## config.mk

```make
export PLATFORM = sky130hd
export DESIGN_NAME = cbtd_core
export DESIGN_NICKNAME = d
export VERILOG_FILES = /design/src/hw/cbtd_pkg.sv /design/src/hw/cbtd_core.sv /design/src/hw/cbtd_opdecode.sv
export SDC_FILE = /design/constraint.sdc
export NUM_CORES = 1
export LEC_CHECK = 0
export ABC_AREA = 1
export BUFFER_PORTS_ARGS = -buffer_cell sky130_fd_sc_hd__buf_2
export CORE_ASPECT_RATIO = 1.25
export CORE_UTILIZATION = 60
export CTS_BUF_LIST = sky130_fd_sc_hd__clkbuf_4 sky130_fd_sc_hd__clkbuf_8 sky130_fd_sc_hd__clkbuf_16
export CTS_CLUSTER_DIAMETER = 60
export CTS_CLUSTER_SIZE = 20
export DETAILED_ROUTE_END_ITERATION = 6
export GPL_ROUTABILITY_DRIVEN = 0
export MAX_ROUTING_LAYER = met4
export PLACE_DENSITY = 0.87
export SYNTH_ARGS = -nofsm -noshare
export SYNTH_HDL_FRONTEND = slang
export SYNTH_SLANG_ARGS = --single-unit
```

## constraint.sdc

```tcl
create_clock -name clk_sys -period 8.86 [get_ports clk_sys]
set_input_delay 0.443 -clock clk_sys [delete_from_list [all_inputs] [get_ports clk_sys]]
set_output_delay 0.443 -clock clk_sys [all_outputs]
set_load 0.005 [all_outputs]
```

## src/hw/cbtd_pkg.sv

```systemverilog
// Constants, opcodes and types for the branch decode and timing core
package cbtd_pkg;

  // ==========================================================
  // Clock-control register
  localparam logic [7:0] STRETCH_ADDR    = 8'h8E;  // Register address on the SFR port
  localparam logic [5:0] STRETCH_RESET   = 6'h01;  // Stretch of one: three-cycle external move
  localparam int         STRETCH_LSB     = 0;      // Stretch field, three bits
  localparam int         TMR_FAST_LSB    = 3;      // Timer fast-rate selects, one per timer
  localparam int         NUM_TIMERS      = 3;      // Timer/counters fed by the prescalers

  // ==========================================================
  // Timing
  localparam logic [1:0] PHASE_LAST      = 2'h3;   // Four core clocks per instruction cycle
  localparam logic [3:0] XMOVE_BASE      = 4'h2;   // External move base instruction cycles
  localparam logic [3:0] TMR_SLOW_CLKS   = 4'hC;   // Classic timer increment rate
  localparam logic [3:0] TMR_FAST_CLKS   = 4'h4;   // Fast timer increment rate
  localparam logic [15:0] PC_RESET       = 16'h0000;

  // ==========================================================
  // Lengths and cycle counts
  localparam logic [1:0] LEN1 = 2'h1;
  localparam logic [1:0] LEN2 = 2'h2;
  localparam logic [1:0] LEN3 = 2'h3;
  localparam logic [3:0] CYC1 = 4'h1;
  localparam logic [3:0] CYC3 = 4'h3;
  localparam logic [3:0] CYC4 = 4'h4;
  localparam logic [3:0] CYC5 = 4'h5;

  // ==========================================================
  // Opcodes
  localparam logic [4:0] OP_CALL11_LO = 5'h11;  // Low five bits of absolute call
  localparam logic [4:0] OP_JMP11_LO  = 5'h01;  // Low five bits of absolute jump
  localparam logic [7:0] OP_CALL16    = 8'h12;
  localparam logic [7:0] OP_RTN       = 8'h22;
  localparam logic [7:0] OP_IRTN      = 8'h32;
  localparam logic [7:0] OP_JMP16     = 8'h02;
  localparam logic [7:0] OP_JMPR      = 8'h80;
  localparam logic [7:0] OP_JCY       = 8'h40;
  localparam logic [7:0] OP_JNCY      = 8'h50;
  localparam logic [7:0] OP_JAZ       = 8'h60;
  localparam logic [7:0] OP_JANZ      = 8'h70;
  localparam logic [7:0] OP_JBS       = 8'h20;
  localparam logic [7:0] OP_JBN       = 8'h30;
  localparam logic [7:0] OP_JBSC      = 8'h10;
  localparam logic [7:0] OP_JMPI      = 8'h73;
  localparam logic [7:0] OP_CMPJ_DIR  = 8'hB5;
  localparam logic [7:0] OP_CMPJ_IMM  = 8'hB4;
  localparam logic [6:0] OP_CMPJ_IND  = 7'h5B;  // B6..B7 upper seven bits
  localparam logic [4:0] OP_CMPJ_REG  = 5'h17;  // B8..BF upper five bits
  localparam logic [4:0] OP_DECJ_REG  = 5'h1B;  // D8..DF upper five bits
  localparam logic [7:0] OP_DECJ_DIR  = 8'hD5;
  localparam logic [7:0] OP_NOP       = 8'h00;
  localparam logic [7:0] OP_NOP_ALT   = 8'hA5;
  localparam logic [7:0] OP_MOV_DD    = 8'h85;
  localparam logic [7:0] OP_MUL       = 8'hA4;
  localparam logic [7:0] OP_DIV       = 8'h84;
  localparam logic [2:0] OP_XMOVE_HI  = 3'h7;   // E0/E2/E3 read, F0/F2/F3 write
  localparam logic [1:0] OP_XMOVE_BAD = 2'h1;   // Low pair value that is not a move

  // ==========================================================
  // Types
  typedef enum logic [4:0] {
    CL_PLAIN, CL_CALL11, CL_CALL16, CL_RTN, CL_IRTN, CL_JMP11, CL_JMP16, CL_JMPR,
    CL_JCY, CL_JNCY, CL_JAZ, CL_JANZ, CL_JBS, CL_JBN, CL_JBSC, CL_JMPI,
    CL_CMPJ, CL_DECJ, CL_XRD, CL_XWR
  } cbtd_class_t;

  typedef enum logic {SEQ_OPCODE, SEQ_OPERAND} cbtd_seq_t;

endpackage : cbtd_pkg

```

## src/hw/cbtd_core.sv

```systemverilog
// Branch decode, instruction sequencing and timer prescaler core
//
// Notes on behaviour
// - Instruction cycle is four core clocks.
// - External move cycles are two plus stretch.
// - Absolute call: two bytes, three cycles.
// - Long call, returns: four cycles each.
// - Absolute, long, short jumps decoded with lengths.
// - Carry and accumulator jumps: three cycles.
// - Bit-test jumps take four cycles.
// - Indirect pointer jump: one byte, three cycles.
// - Compare-and-jump forms take four cycles.
// - Decrement jumps: register three, direct four.
// - Both no-operation opcodes take one cycle.
// - Instructions take one to five cycles; external moves take two to nine.
// - Direct-to-direct move takes three cycles.
// - Bytes equal accesses; cycles normally equal bytes.
// - Timers advance every twelve clocks after reset.
// - Timers selectable to advance every four clocks.
module cbtd_core
  import cbtd_pkg::*;
(
  input  wire logic                  clk_sys,          // Core clock, 100 MHz
  input  wire logic                  resetn,           // Asynchronous reset, active low
  // Program memory
  output logic [15:0]                prog_addr_q,      // Fetch address
  output logic                       prog_rd_q,        // Fetch strobe, one instruction cycle
  input  wire logic [7:0]            prog_data,        // Fetched byte
  // Datapath conditions
  input  wire logic                  flag_carry,       // Carry flag
  input  wire logic [7:0]            acc_value,        // Accumulator
  input  wire logic                  test_bit,         // Addressed bit value
  input  wire logic                  cmp_equal,        // Compare operands equal
  input  wire logic                  dec_nonzero,      // Decremented value nonzero
  input  wire logic [15:0]           data_pointer,     // Active data pointer
  input  wire logic [15:0]           ret_addr,         // Address popped from stack
  // Sequencing results
  output logic [15:0]                pc_q,             // Program counter
  output logic                       instr_done_q,     // Instruction completed
  output logic                       branch_taken_q,   // Control transfer done
  output logic                       push_ret_q,       // Push return address
  output logic                       pop_ret_q,        // Return address consumed
  output logic                       irq_return_q,     // Interrupt return completed
  output logic                       bit_clear_q,      // Clear the tested bit
  output logic                       icycle_start_q,   // First clock of an instruction cycle
  output logic                       xdata_rd_q,       // External data read window
  output logic                       xdata_wr_q,       // External data write window
  output logic [NUM_TIMERS-1:0]      timer_tick_q,     // Timer increment pulses
  // SFR port
  input  wire logic [7:0]            sfr_addr,         // SFR address
  input  wire logic [7:0]            sfr_wdata,        // SFR write data
  input  wire logic                  sfr_wr,           // SFR write strobe
  input  wire logic                  sfr_rd,           // SFR read strobe
  output logic [7:0]                 sfr_rdata_q       // SFR read data
);

  // ==========================================================
  // Declarations
  cbtd_seq_t    seq_q;
  cbtd_seq_t    seq_d;
  logic [1:0]   phase_q;
  logic [1:0]   phase_d;
  logic [3:0]   icyc_q;
  logic [3:0]   icyc_d;
  logic [7:0]   op_q;
  logic [7:0]   b1_q;
  logic [7:0]   b2_q;
  logic [5:0]   stretch_q;
  logic [5:0]   stretch_d;
  logic [15:0]  pc_d;
  logic [15:0]  prog_addr_d;
  logic         prog_rd_d;
  logic         xdata_rd_d;
  logic         xdata_wr_d;
  logic [7:0]   sfr_rdata_d;

  cbtd_class_t  dec_class;
  logic [1:0]   dec_bytes;
  logic [3:0]   dec_cycles;

  // ==========================================================
  // Decode of the current opcode
  // In the opcode cycle the byte is still on the memory bus
  wire [7:0] op_now = (seq_q == SEQ_OPCODE) ? prog_data : op_q;

  cbtd_opdecode u_opdecode (
    .opcode       (op_now),
    .stretch      (stretch_q[STRETCH_LSB +: 3]),
    .instr_class  (dec_class),
    .instr_bytes  (dec_bytes),
    .instr_cycles (dec_cycles)
  );

  // ==========================================================
  // Branch condition select
  function automatic logic branch_cond(
    input cbtd_class_t cls,
    input logic        carry,
    input logic [7:0]  acc,
    input logic        bitv,
    input logic        equal,
    input logic        nonzero
  );
    logic ok;
    ok = 1'b0;
    case (cls)
      CL_CALL11, CL_CALL16, CL_RTN, CL_IRTN,
      CL_JMP11, CL_JMP16, CL_JMPR, CL_JMPI: ok = 1'b1;
      CL_JCY:  ok = carry;
      CL_JNCY: ok = !carry;
      CL_JAZ:  ok = (acc == 8'h00);
      CL_JANZ: ok = (acc != 8'h00);
      CL_JBS:  ok = bitv;
      CL_JBSC: ok = bitv;
      CL_JBN:  ok = !bitv;
      CL_CMPJ: ok = !equal;
      CL_DECJ: ok = nonzero;
      default: ok = 1'b0;
    endcase
    return ok;
  endfunction : branch_cond

  // ==========================================================
  // Instruction cycle bookkeeping
  wire        end_icyc  = (phase_q == PHASE_LAST);
  wire [3:0]  icyc_next = icyc_q + 4'h1;
  wire        last_icyc = (icyc_next == dec_cycles);
  wire        instr_end = end_icyc && last_icyc;
  wire        fetch_next = instr_end || (icyc_next < {2'h0, dec_bytes});
  wire        opcode_end = end_icyc && (seq_q == SEQ_OPCODE);

  // ==========================================================
  // Target address generation
  wire [15:0] pc_seq   = pc_q + {14'h0000, dec_bytes};
  wire [7:0]  rel_off  = (dec_bytes == LEN3) ? b2_q : b1_q;
  wire [15:0] rel_ext  = {{8{rel_off[7]}}, rel_off};
  wire [15:0] tgt_abs  = {pc_seq[15:11], op_q[7:5], b1_q};
  wire [15:0] tgt_long = {b1_q, b2_q};
  wire [15:0] tgt_rel  = pc_seq + rel_ext;
  wire [15:0] tgt_ind  = data_pointer + {8'h00, acc_value};

  wire is_call   = (dec_class == CL_CALL11) || (dec_class == CL_CALL16);
  wire is_return = (dec_class == CL_RTN) || (dec_class == CL_IRTN);

  wire [15:0] target =
      ((dec_class == CL_CALL11) || (dec_class == CL_JMP11)) ? tgt_abs  :
      ((dec_class == CL_CALL16) || (dec_class == CL_JMP16)) ? tgt_long :
      (dec_class == CL_JMPI)                              ? tgt_ind  :
      is_return                                           ? ret_addr :
                                                            tgt_rel;

  // Condition only steers the target, never the cycle count
  wire taken = branch_cond(dec_class, flag_carry, acc_value, test_bit, cmp_equal, dec_nonzero);

  // ==========================================================
  // Next-state values for the sequencer
  assign phase_d = phase_q + 2'h1;

  assign icyc_d = instr_end ? 4'h0 :
                  end_icyc  ? icyc_next :
                              icyc_q;

  assign seq_d = instr_end ? SEQ_OPCODE :
                 end_icyc  ? SEQ_OPERAND :
                             seq_q;

  assign pc_d = !instr_end ? pc_q :
                taken      ? target :
                             pc_seq;

  // Fetch strobe and address stand for a whole instruction cycle
  assign prog_rd_d   = end_icyc ? fetch_next : prog_rd_q;
  assign prog_addr_d = !end_icyc ? prog_addr_q :
                       instr_end ? pc_d :
                                   pc_q + {12'h000, icyc_next};

  // External move window covers every cycle after the opcode cycle
  assign xdata_rd_d = instr_end  ? 1'b0 :
                      opcode_end ? (dec_class == CL_XRD) :
                                   xdata_rd_q;
  assign xdata_wr_d = instr_end  ? 1'b0 :
                      opcode_end ? (dec_class == CL_XWR) :
                                   xdata_wr_q;

  // ==========================================================
  // Clock-control register access
  wire sfr_hit = (sfr_addr == STRETCH_ADDR);

  assign stretch_d   = (sfr_wr && sfr_hit) ? sfr_wdata[5:0] : stretch_q;
  assign sfr_rdata_d = (sfr_rd && sfr_hit) ? {2'h0, stretch_q} : 8'h00;

  // ==========================================================
  // Sequencer state
  always_ff @(posedge clk_sys or negedge resetn) begin
    if (!resetn) begin
      seq_q   <= SEQ_OPCODE;
      phase_q <= 2'h0;
      icyc_q  <= 4'h0;
      pc_q    <= PC_RESET;
    end else begin
      seq_q   <= seq_d;
      phase_q <= phase_d;
      icyc_q  <= icyc_d;
      pc_q    <= pc_d;
    end
  end

  // Opcode and operand capture at the close of each fetch cycle
  always_ff @(posedge clk_sys or negedge resetn) begin
    if (!resetn) begin
      op_q <= OP_NOP;
      b1_q <= 8'h00;
      b2_q <= 8'h00;
    end else begin
      if (opcode_end) begin
        op_q <= prog_data;
      end
      if (end_icyc && (icyc_q == 4'h1)) begin
        b1_q <= prog_data;
      end
      if (end_icyc && (icyc_q == 4'h2)) begin
        b2_q <= prog_data;
      end
    end
  end

  // Program memory fetch port
  always_ff @(posedge clk_sys or negedge resetn) begin
    if (!resetn) begin
      prog_rd_q   <= 1'b1;
      prog_addr_q <= PC_RESET;
    end else begin
      prog_rd_q   <= prog_rd_d;
      prog_addr_q <= prog_addr_d;
    end
  end

  // Completion pulses
  always_ff @(posedge clk_sys or negedge resetn) begin
    if (!resetn) begin
      instr_done_q   <= 1'b0;
      branch_taken_q <= 1'b0;
      push_ret_q     <= 1'b0;
      pop_ret_q      <= 1'b0;
      irq_return_q   <= 1'b0;
      bit_clear_q    <= 1'b0;
    end else begin
      instr_done_q   <= instr_end;
      branch_taken_q <= instr_end && taken;
      push_ret_q     <= instr_end && is_call;
      pop_ret_q      <= instr_end && is_return;
      irq_return_q   <= instr_end && (dec_class == CL_IRTN);
      bit_clear_q    <= instr_end && (dec_class == CL_JBSC) && test_bit;
    end
  end

  // Instruction cycle marker and external move windows
  always_ff @(posedge clk_sys or negedge resetn) begin
    if (!resetn) begin
      icycle_start_q <= 1'b1;
      xdata_rd_q     <= 1'b0;
      xdata_wr_q     <= 1'b0;
    end else begin
      icycle_start_q <= end_icyc;
      xdata_rd_q     <= xdata_rd_d;
      xdata_wr_q     <= xdata_wr_d;
    end
  end

  // Clock-control register and its read port
  always_ff @(posedge clk_sys or negedge resetn) begin
    if (!resetn) begin
      stretch_q   <= STRETCH_RESET;
      sfr_rdata_q <= 8'h00;
    end else begin
      stretch_q   <= stretch_d;
      sfr_rdata_q <= sfr_rdata_d;
    end
  end

  // ==========================================================
  // Timer prescalers, one per timer/counter
  // A rate change applies to the running count at once; a count past the new limit wraps next clock
  genvar gi;
  generate
    for (gi = 0; gi < NUM_TIMERS; gi++) begin : g_presc
      logic [3:0] presc_q;
      wire        fast  = stretch_q[TMR_FAST_LSB + gi];
      wire [3:0]  limit = fast ? TMR_FAST_CLKS - 4'h1 :
                                 TMR_SLOW_CLKS - 4'h1;
      wire        wrap  = (presc_q >= limit);

      always_ff @(posedge clk_sys or negedge resetn) begin
        if (!resetn) begin
          presc_q          <= 4'h0;
          timer_tick_q[gi] <= 1'b0;
        end else begin
          presc_q          <= wrap ? 4'h0 : presc_q + 4'h1;
          timer_tick_q[gi] <= wrap;
        end
      end
    end
  endgenerate

endmodule : cbtd_core

```

## src/hw/cbtd_opdecode.sv

```systemverilog
// Opcode decoder: instruction class, byte length and instruction cycles
module cbtd_opdecode
  import cbtd_pkg::*;
(
  input  wire logic [7:0]  opcode,        // Opcode byte under decode
  input  wire logic [2:0]  stretch,       // External move stretch field
  output cbtd_class_t      instr_class,   // Instruction class
  output logic [1:0]       instr_bytes,   // Bytes fetched
  output logic [3:0]       instr_cycles   // Instruction cycles taken
);

  // ==========================================================
  // Class decode
  wire is_xmove = (opcode[7:5] == OP_XMOVE_HI) && (opcode[3:2] == 2'h0) && (opcode[1:0] != OP_XMOVE_BAD);

  assign instr_class =
      (opcode[4:0] == OP_CALL11_LO)                     ? CL_CALL11 :
      (opcode[4:0] == OP_JMP11_LO)                      ? CL_JMP11  :
      (opcode == OP_CALL16)                             ? CL_CALL16 :
      (opcode == OP_RTN)                                ? CL_RTN    :
      (opcode == OP_IRTN)                               ? CL_IRTN   :
      (opcode == OP_JMP16)                              ? CL_JMP16  :
      (opcode == OP_JMPR)                               ? CL_JMPR   :
      (opcode == OP_JCY)                                ? CL_JCY    :
      (opcode == OP_JNCY)                               ? CL_JNCY   :
      (opcode == OP_JAZ)                                ? CL_JAZ    :
      (opcode == OP_JANZ)                               ? CL_JANZ   :
      (opcode == OP_JBS)                                ? CL_JBS    :
      (opcode == OP_JBN)                                ? CL_JBN    :
      (opcode == OP_JBSC)                               ? CL_JBSC   :
      (opcode == OP_JMPI)                               ? CL_JMPI   :
      (opcode == OP_CMPJ_DIR) || (opcode == OP_CMPJ_IMM) ||
      (opcode[7:1] == OP_CMPJ_IND) || (opcode[7:3] == OP_CMPJ_REG) ? CL_CMPJ :
      (opcode == OP_DECJ_DIR) || (opcode[7:3] == OP_DECJ_REG)      ? CL_DECJ :
      (is_xmove && opcode[4])                           ? CL_XWR   :
      is_xmove                                          ? CL_XRD   :
                                                          CL_PLAIN;

  // ==========================================================
  // Length decode; one memory access per byte
  wire three_byte = (opcode == OP_CALL16) || (opcode == OP_JMP16) || (opcode == OP_JBS) ||
                    (opcode == OP_JBN) || (opcode == OP_JBSC) || (instr_class == CL_CMPJ) ||
                    (opcode == OP_DECJ_DIR) || (opcode == OP_MOV_DD);
  wire two_byte   = (instr_class == CL_CALL11) || (instr_class == CL_JMP11) || (opcode == OP_JMPR) ||
                    (opcode == OP_JCY) || (opcode == OP_JNCY) || (opcode == OP_JAZ) ||
                    (opcode == OP_JANZ) || (opcode[7:3] == OP_DECJ_REG);

  assign instr_bytes = three_byte ? LEN3 : two_byte ? LEN2 : LEN1;

  // ==========================================================
  // Cycle decode; plain opcodes other than multiply and divide take one cycle per byte
  wire four_cycle = three_byte && (opcode != OP_MOV_DD);
  wire ret_cycle  = (opcode == OP_RTN) || (opcode == OP_IRTN);

  assign instr_cycles =
      (instr_class == CL_XRD) || (instr_class == CL_XWR) ? XMOVE_BASE + {1'b0, stretch} :
      (opcode == OP_MUL) || (opcode == OP_DIV)  ? CYC5 :
      four_cycle || ret_cycle                   ? CYC4 :
      two_byte || (opcode == OP_JMPI) ||
      (opcode == OP_MOV_DD)                     ? CYC3 :
      (opcode == OP_NOP) || (opcode == OP_NOP_ALT) ? CYC1 :
                                                  {2'h0, instr_bytes};

endmodule : cbtd_opdecode

```

==> flow_summary.yaml <==
global_routing:
  grt_overflow: 0
  grt_usage: 0.328
  antenna_found_initial: 0
  grt_pass1_wl_mm: 32.1
  grt_max_degree: 58
  grt_pass1_vias: 7064
placed_design:
  dp_hpwl_mm: 14.8
  pre_cts_slack_ps: 2970
  dp.cells: 1309
  placed_area_um2: 8150
  portBuffers: 120
critical_path:
  cp_data_required_time_ps: 9110
  reg2reg_slack_ps: 2870
  crit_arrival_ps: 6230
  cpMostUsedCell: "nand2_1"
  critPathMaxStageDelay_ps: 790
  end_kind: "flip-flop"
  critPathKind: "flip-flop to flip-flop"
  critPathMaxFanout: 26
  crit_path_start_kind: "flip-flop"
  cp_slowest_cell: "dfrtp_1"
final_layout:
  final_area_um2: 8440
  final_common_cell: "nand2_1"
  antenna_cells: 0
  nNetsFinal: 1273
  ff_latch_area_um2: 2510
  layoutNonFillerInstCount: 1325
  syn_to_final_growth_pct: 12.9
  mostFrequentLayoutCells: "nand2_1 (222), inv_1 (149), buf_2 (119), nor2_1 (115), dfrtp_1 (97)"
  multi_input_area_um2: 4250
  fillCellCount: 1093
  drive_gt1_frac: 0.159
timing:
  slew_violations: 0
  fin_worst_skew_ps: 10.6
  rsz0062_at_grt: "false"
  max_freq_ghz: 0.167
  min_period_ps: 5990
  final_hold_viol_count: 0
  finalCritPeriodShare: 0.676
  fin_ws_ps: 2870
  finalSetupTns_ps: 0
  slew_headroom: 0.321
  setup_viol: 0
  max_slew.worst_pin.slew_ps: 1020
logic_synthesis:
  ys_warn_count: 0
  yosysSeqAreaShare: 0.335
  synthDistinctLibCells: 55
  synthCells: 1052
  ys.flop_type: "dfrtp_1"
  synth_area_um2: 7480
  async_flop_share: 1.00
  ys_ff_latch: 100
  avgSynthCellArea_um2: 7.11
  synth-edff-count: 0
pwr:
  seq_power_share: 0.234
  p_int_mw: 1.59
  power_leakage_nw: 4.52
  power_mw: 3.27
  pwr-share-clk: 0.120
  ir_drop_mv: 0.231
  netSwitchingFraction: 0.515
  power_switching_mw: 1.69
  p_comb_frac: 0.645
  powerDensity_nw_per_um2: 388
route:
  detail_route.first_pass.iterations: 5
  drc: 0
  routed_wl_mm: 19.6
  vias_per_cell: 5.61
  final_antenna_net_count: 0
  wl_per_cell_um: 14.8
  vias: 7435
  dr.first_iter.drc_count: 410
clock_tree:
  cts_buffers: 9
  cts_tree: "yes"
  clk_pin_slew_ps: 80
  clock_latency_ps: 360
  cts_resized: 0
  cts_htree_levels: 3
  clk_path_buf_depth: 2
  post_cts_buffers: 0
  clkSinkCount: 100
  cts.hold.buffers_added: 0
  root_buffer: "clkbuf_16"
die:
  start_util: 0.615
  dieWidth_um: 102
  fp.dieH_um: 127
  ios: 125
  placeableCoreArea_um2: 12200
  dieArea_um2: 12900
  num_rows: 45
outcome:
  run_status: "finished, final reports clean"
run:
  drv_cap: 0
hold_path:
  worstHoldPathType: "primary input to asynchronous set/reset pin"
[per-layer routing]
metal	global-route usage	up-vias	wire, µm
met3	0.0496	89	942
met1	0.373	3416	7640
met5	-	-	0
met4	0.171	0	1020
li1	-	3638	-
met2	0.554	292	9980
[critical path, delay by kind of cell, from the launching register on]
family,cells,cell delay (ps)
adder cells (fa/ha/maj),2,770
XOR/XNOR,1,220
flip-flops,1,790
AO/OA/AOI/OAI,4,990
AND/OR/NAND/NOR,21,3090
[sequential cells by signal (all words and copies together), names as in the netlist, 2 cells and up]
register and cells:
sfr_rdata_q 6, stretch_q 6, g_presc.presc_q 12, phase_q 2
prog_addr_q 16, icyc_q 4, timer_tick_q 3, b1_q 8
b2_q 8, pc_q 16, op_q 8
[stage by stage]
step           hold WS (ps)   util
3_5_place_dp            420  0.670
6_report               73.8  0.694
5_1_grt                 117  0.694
4_1_cts                93.8  0.694
2_1_floorplan           147      -
3_3_place_gp            412  0.670
[cells in the mapped netlist, types with 4 or more instances]
cell type	n	area (µm²)
inv_1	149	559
o21ai_2	7	61.3
nor2_1	115	432
ha_1	41	513
xnor2_1	4	35.0
or2_2	4	25.0
nand2_4	4	45.0
nand2_2	7	43.8
a31oi_1	8	50.1
o21ai_1	6	30.0
o21bai_1	4	30.0
o211ai_1	9	67.6
nand2_1	222	833
clkbuf_1	19	71.3
dfrtp_1	97	2430
xor2_1	37	324
a21oi_1	68	340
nor2_2	7	43.8
buf_2	4	20.0
nand4_1	11	68.8
nor3_1	21	105
nand3_1	54	270
nor4_1	5	31.3
o21ai_0	95	475
fa_1	4	80.1
[final timing paths]
path | endpoint | cells past startpoint | start
max in group asynchronous | prog_addr_q[5] | 2 | resetn
min in group clk_sys | op_q[2] | 3 | prog_data[2]
worst min register to register | phase_q[0] | 1 | phase_q[0]
worst max-delay path | prog_addr_q[15] | 28 | seq_q
worst min-delay path | pop_ret_q | 1 | resetn
worst max register to register | prog_addr_q[15] | 28 | seq_q
[logic make-up after synthesis]
family	share of synthesized area
other	0.000502
xor gates and xnor gates	0.0480
DFF	0.335
buffers and inverters	0.0972
AOI/OAI and AO/OA	0.162
muxes	0.00151
and+or+nand+nor	0.276
adders and majority gates	0.0793
[layout make-up]
type | instances | share of cell area
clock buffer | 9 | 0.0267
clock inverter | 7 | 0.00756
inverter | 153 | 0.0687
multi-input combinational | 771 | 0.503
sequential | 100 | 0.297
tap | 164 | 0.0243
timing repair buffer | 121 | 0.0724
[power by group through the flow]
| stage | combinational (mW) | clock [mW] | sequential (mW) |
|---|---|---|---|
| after global placement | 2.01 | 0 | 0.764 |
| final | 2.11 | 0.394 | 0.767 |
| after CTS | 2.09 | 0.395 | 0.763 |
| after floorplan | 1.56 | 0 | 0.739 |
| after global routing | 2.39 | 0.414 | 0.785 |
| after detailed placement | 2.07 | 0 | 0.770 |
Note: power is estimated with default switching activity, not from simulation.
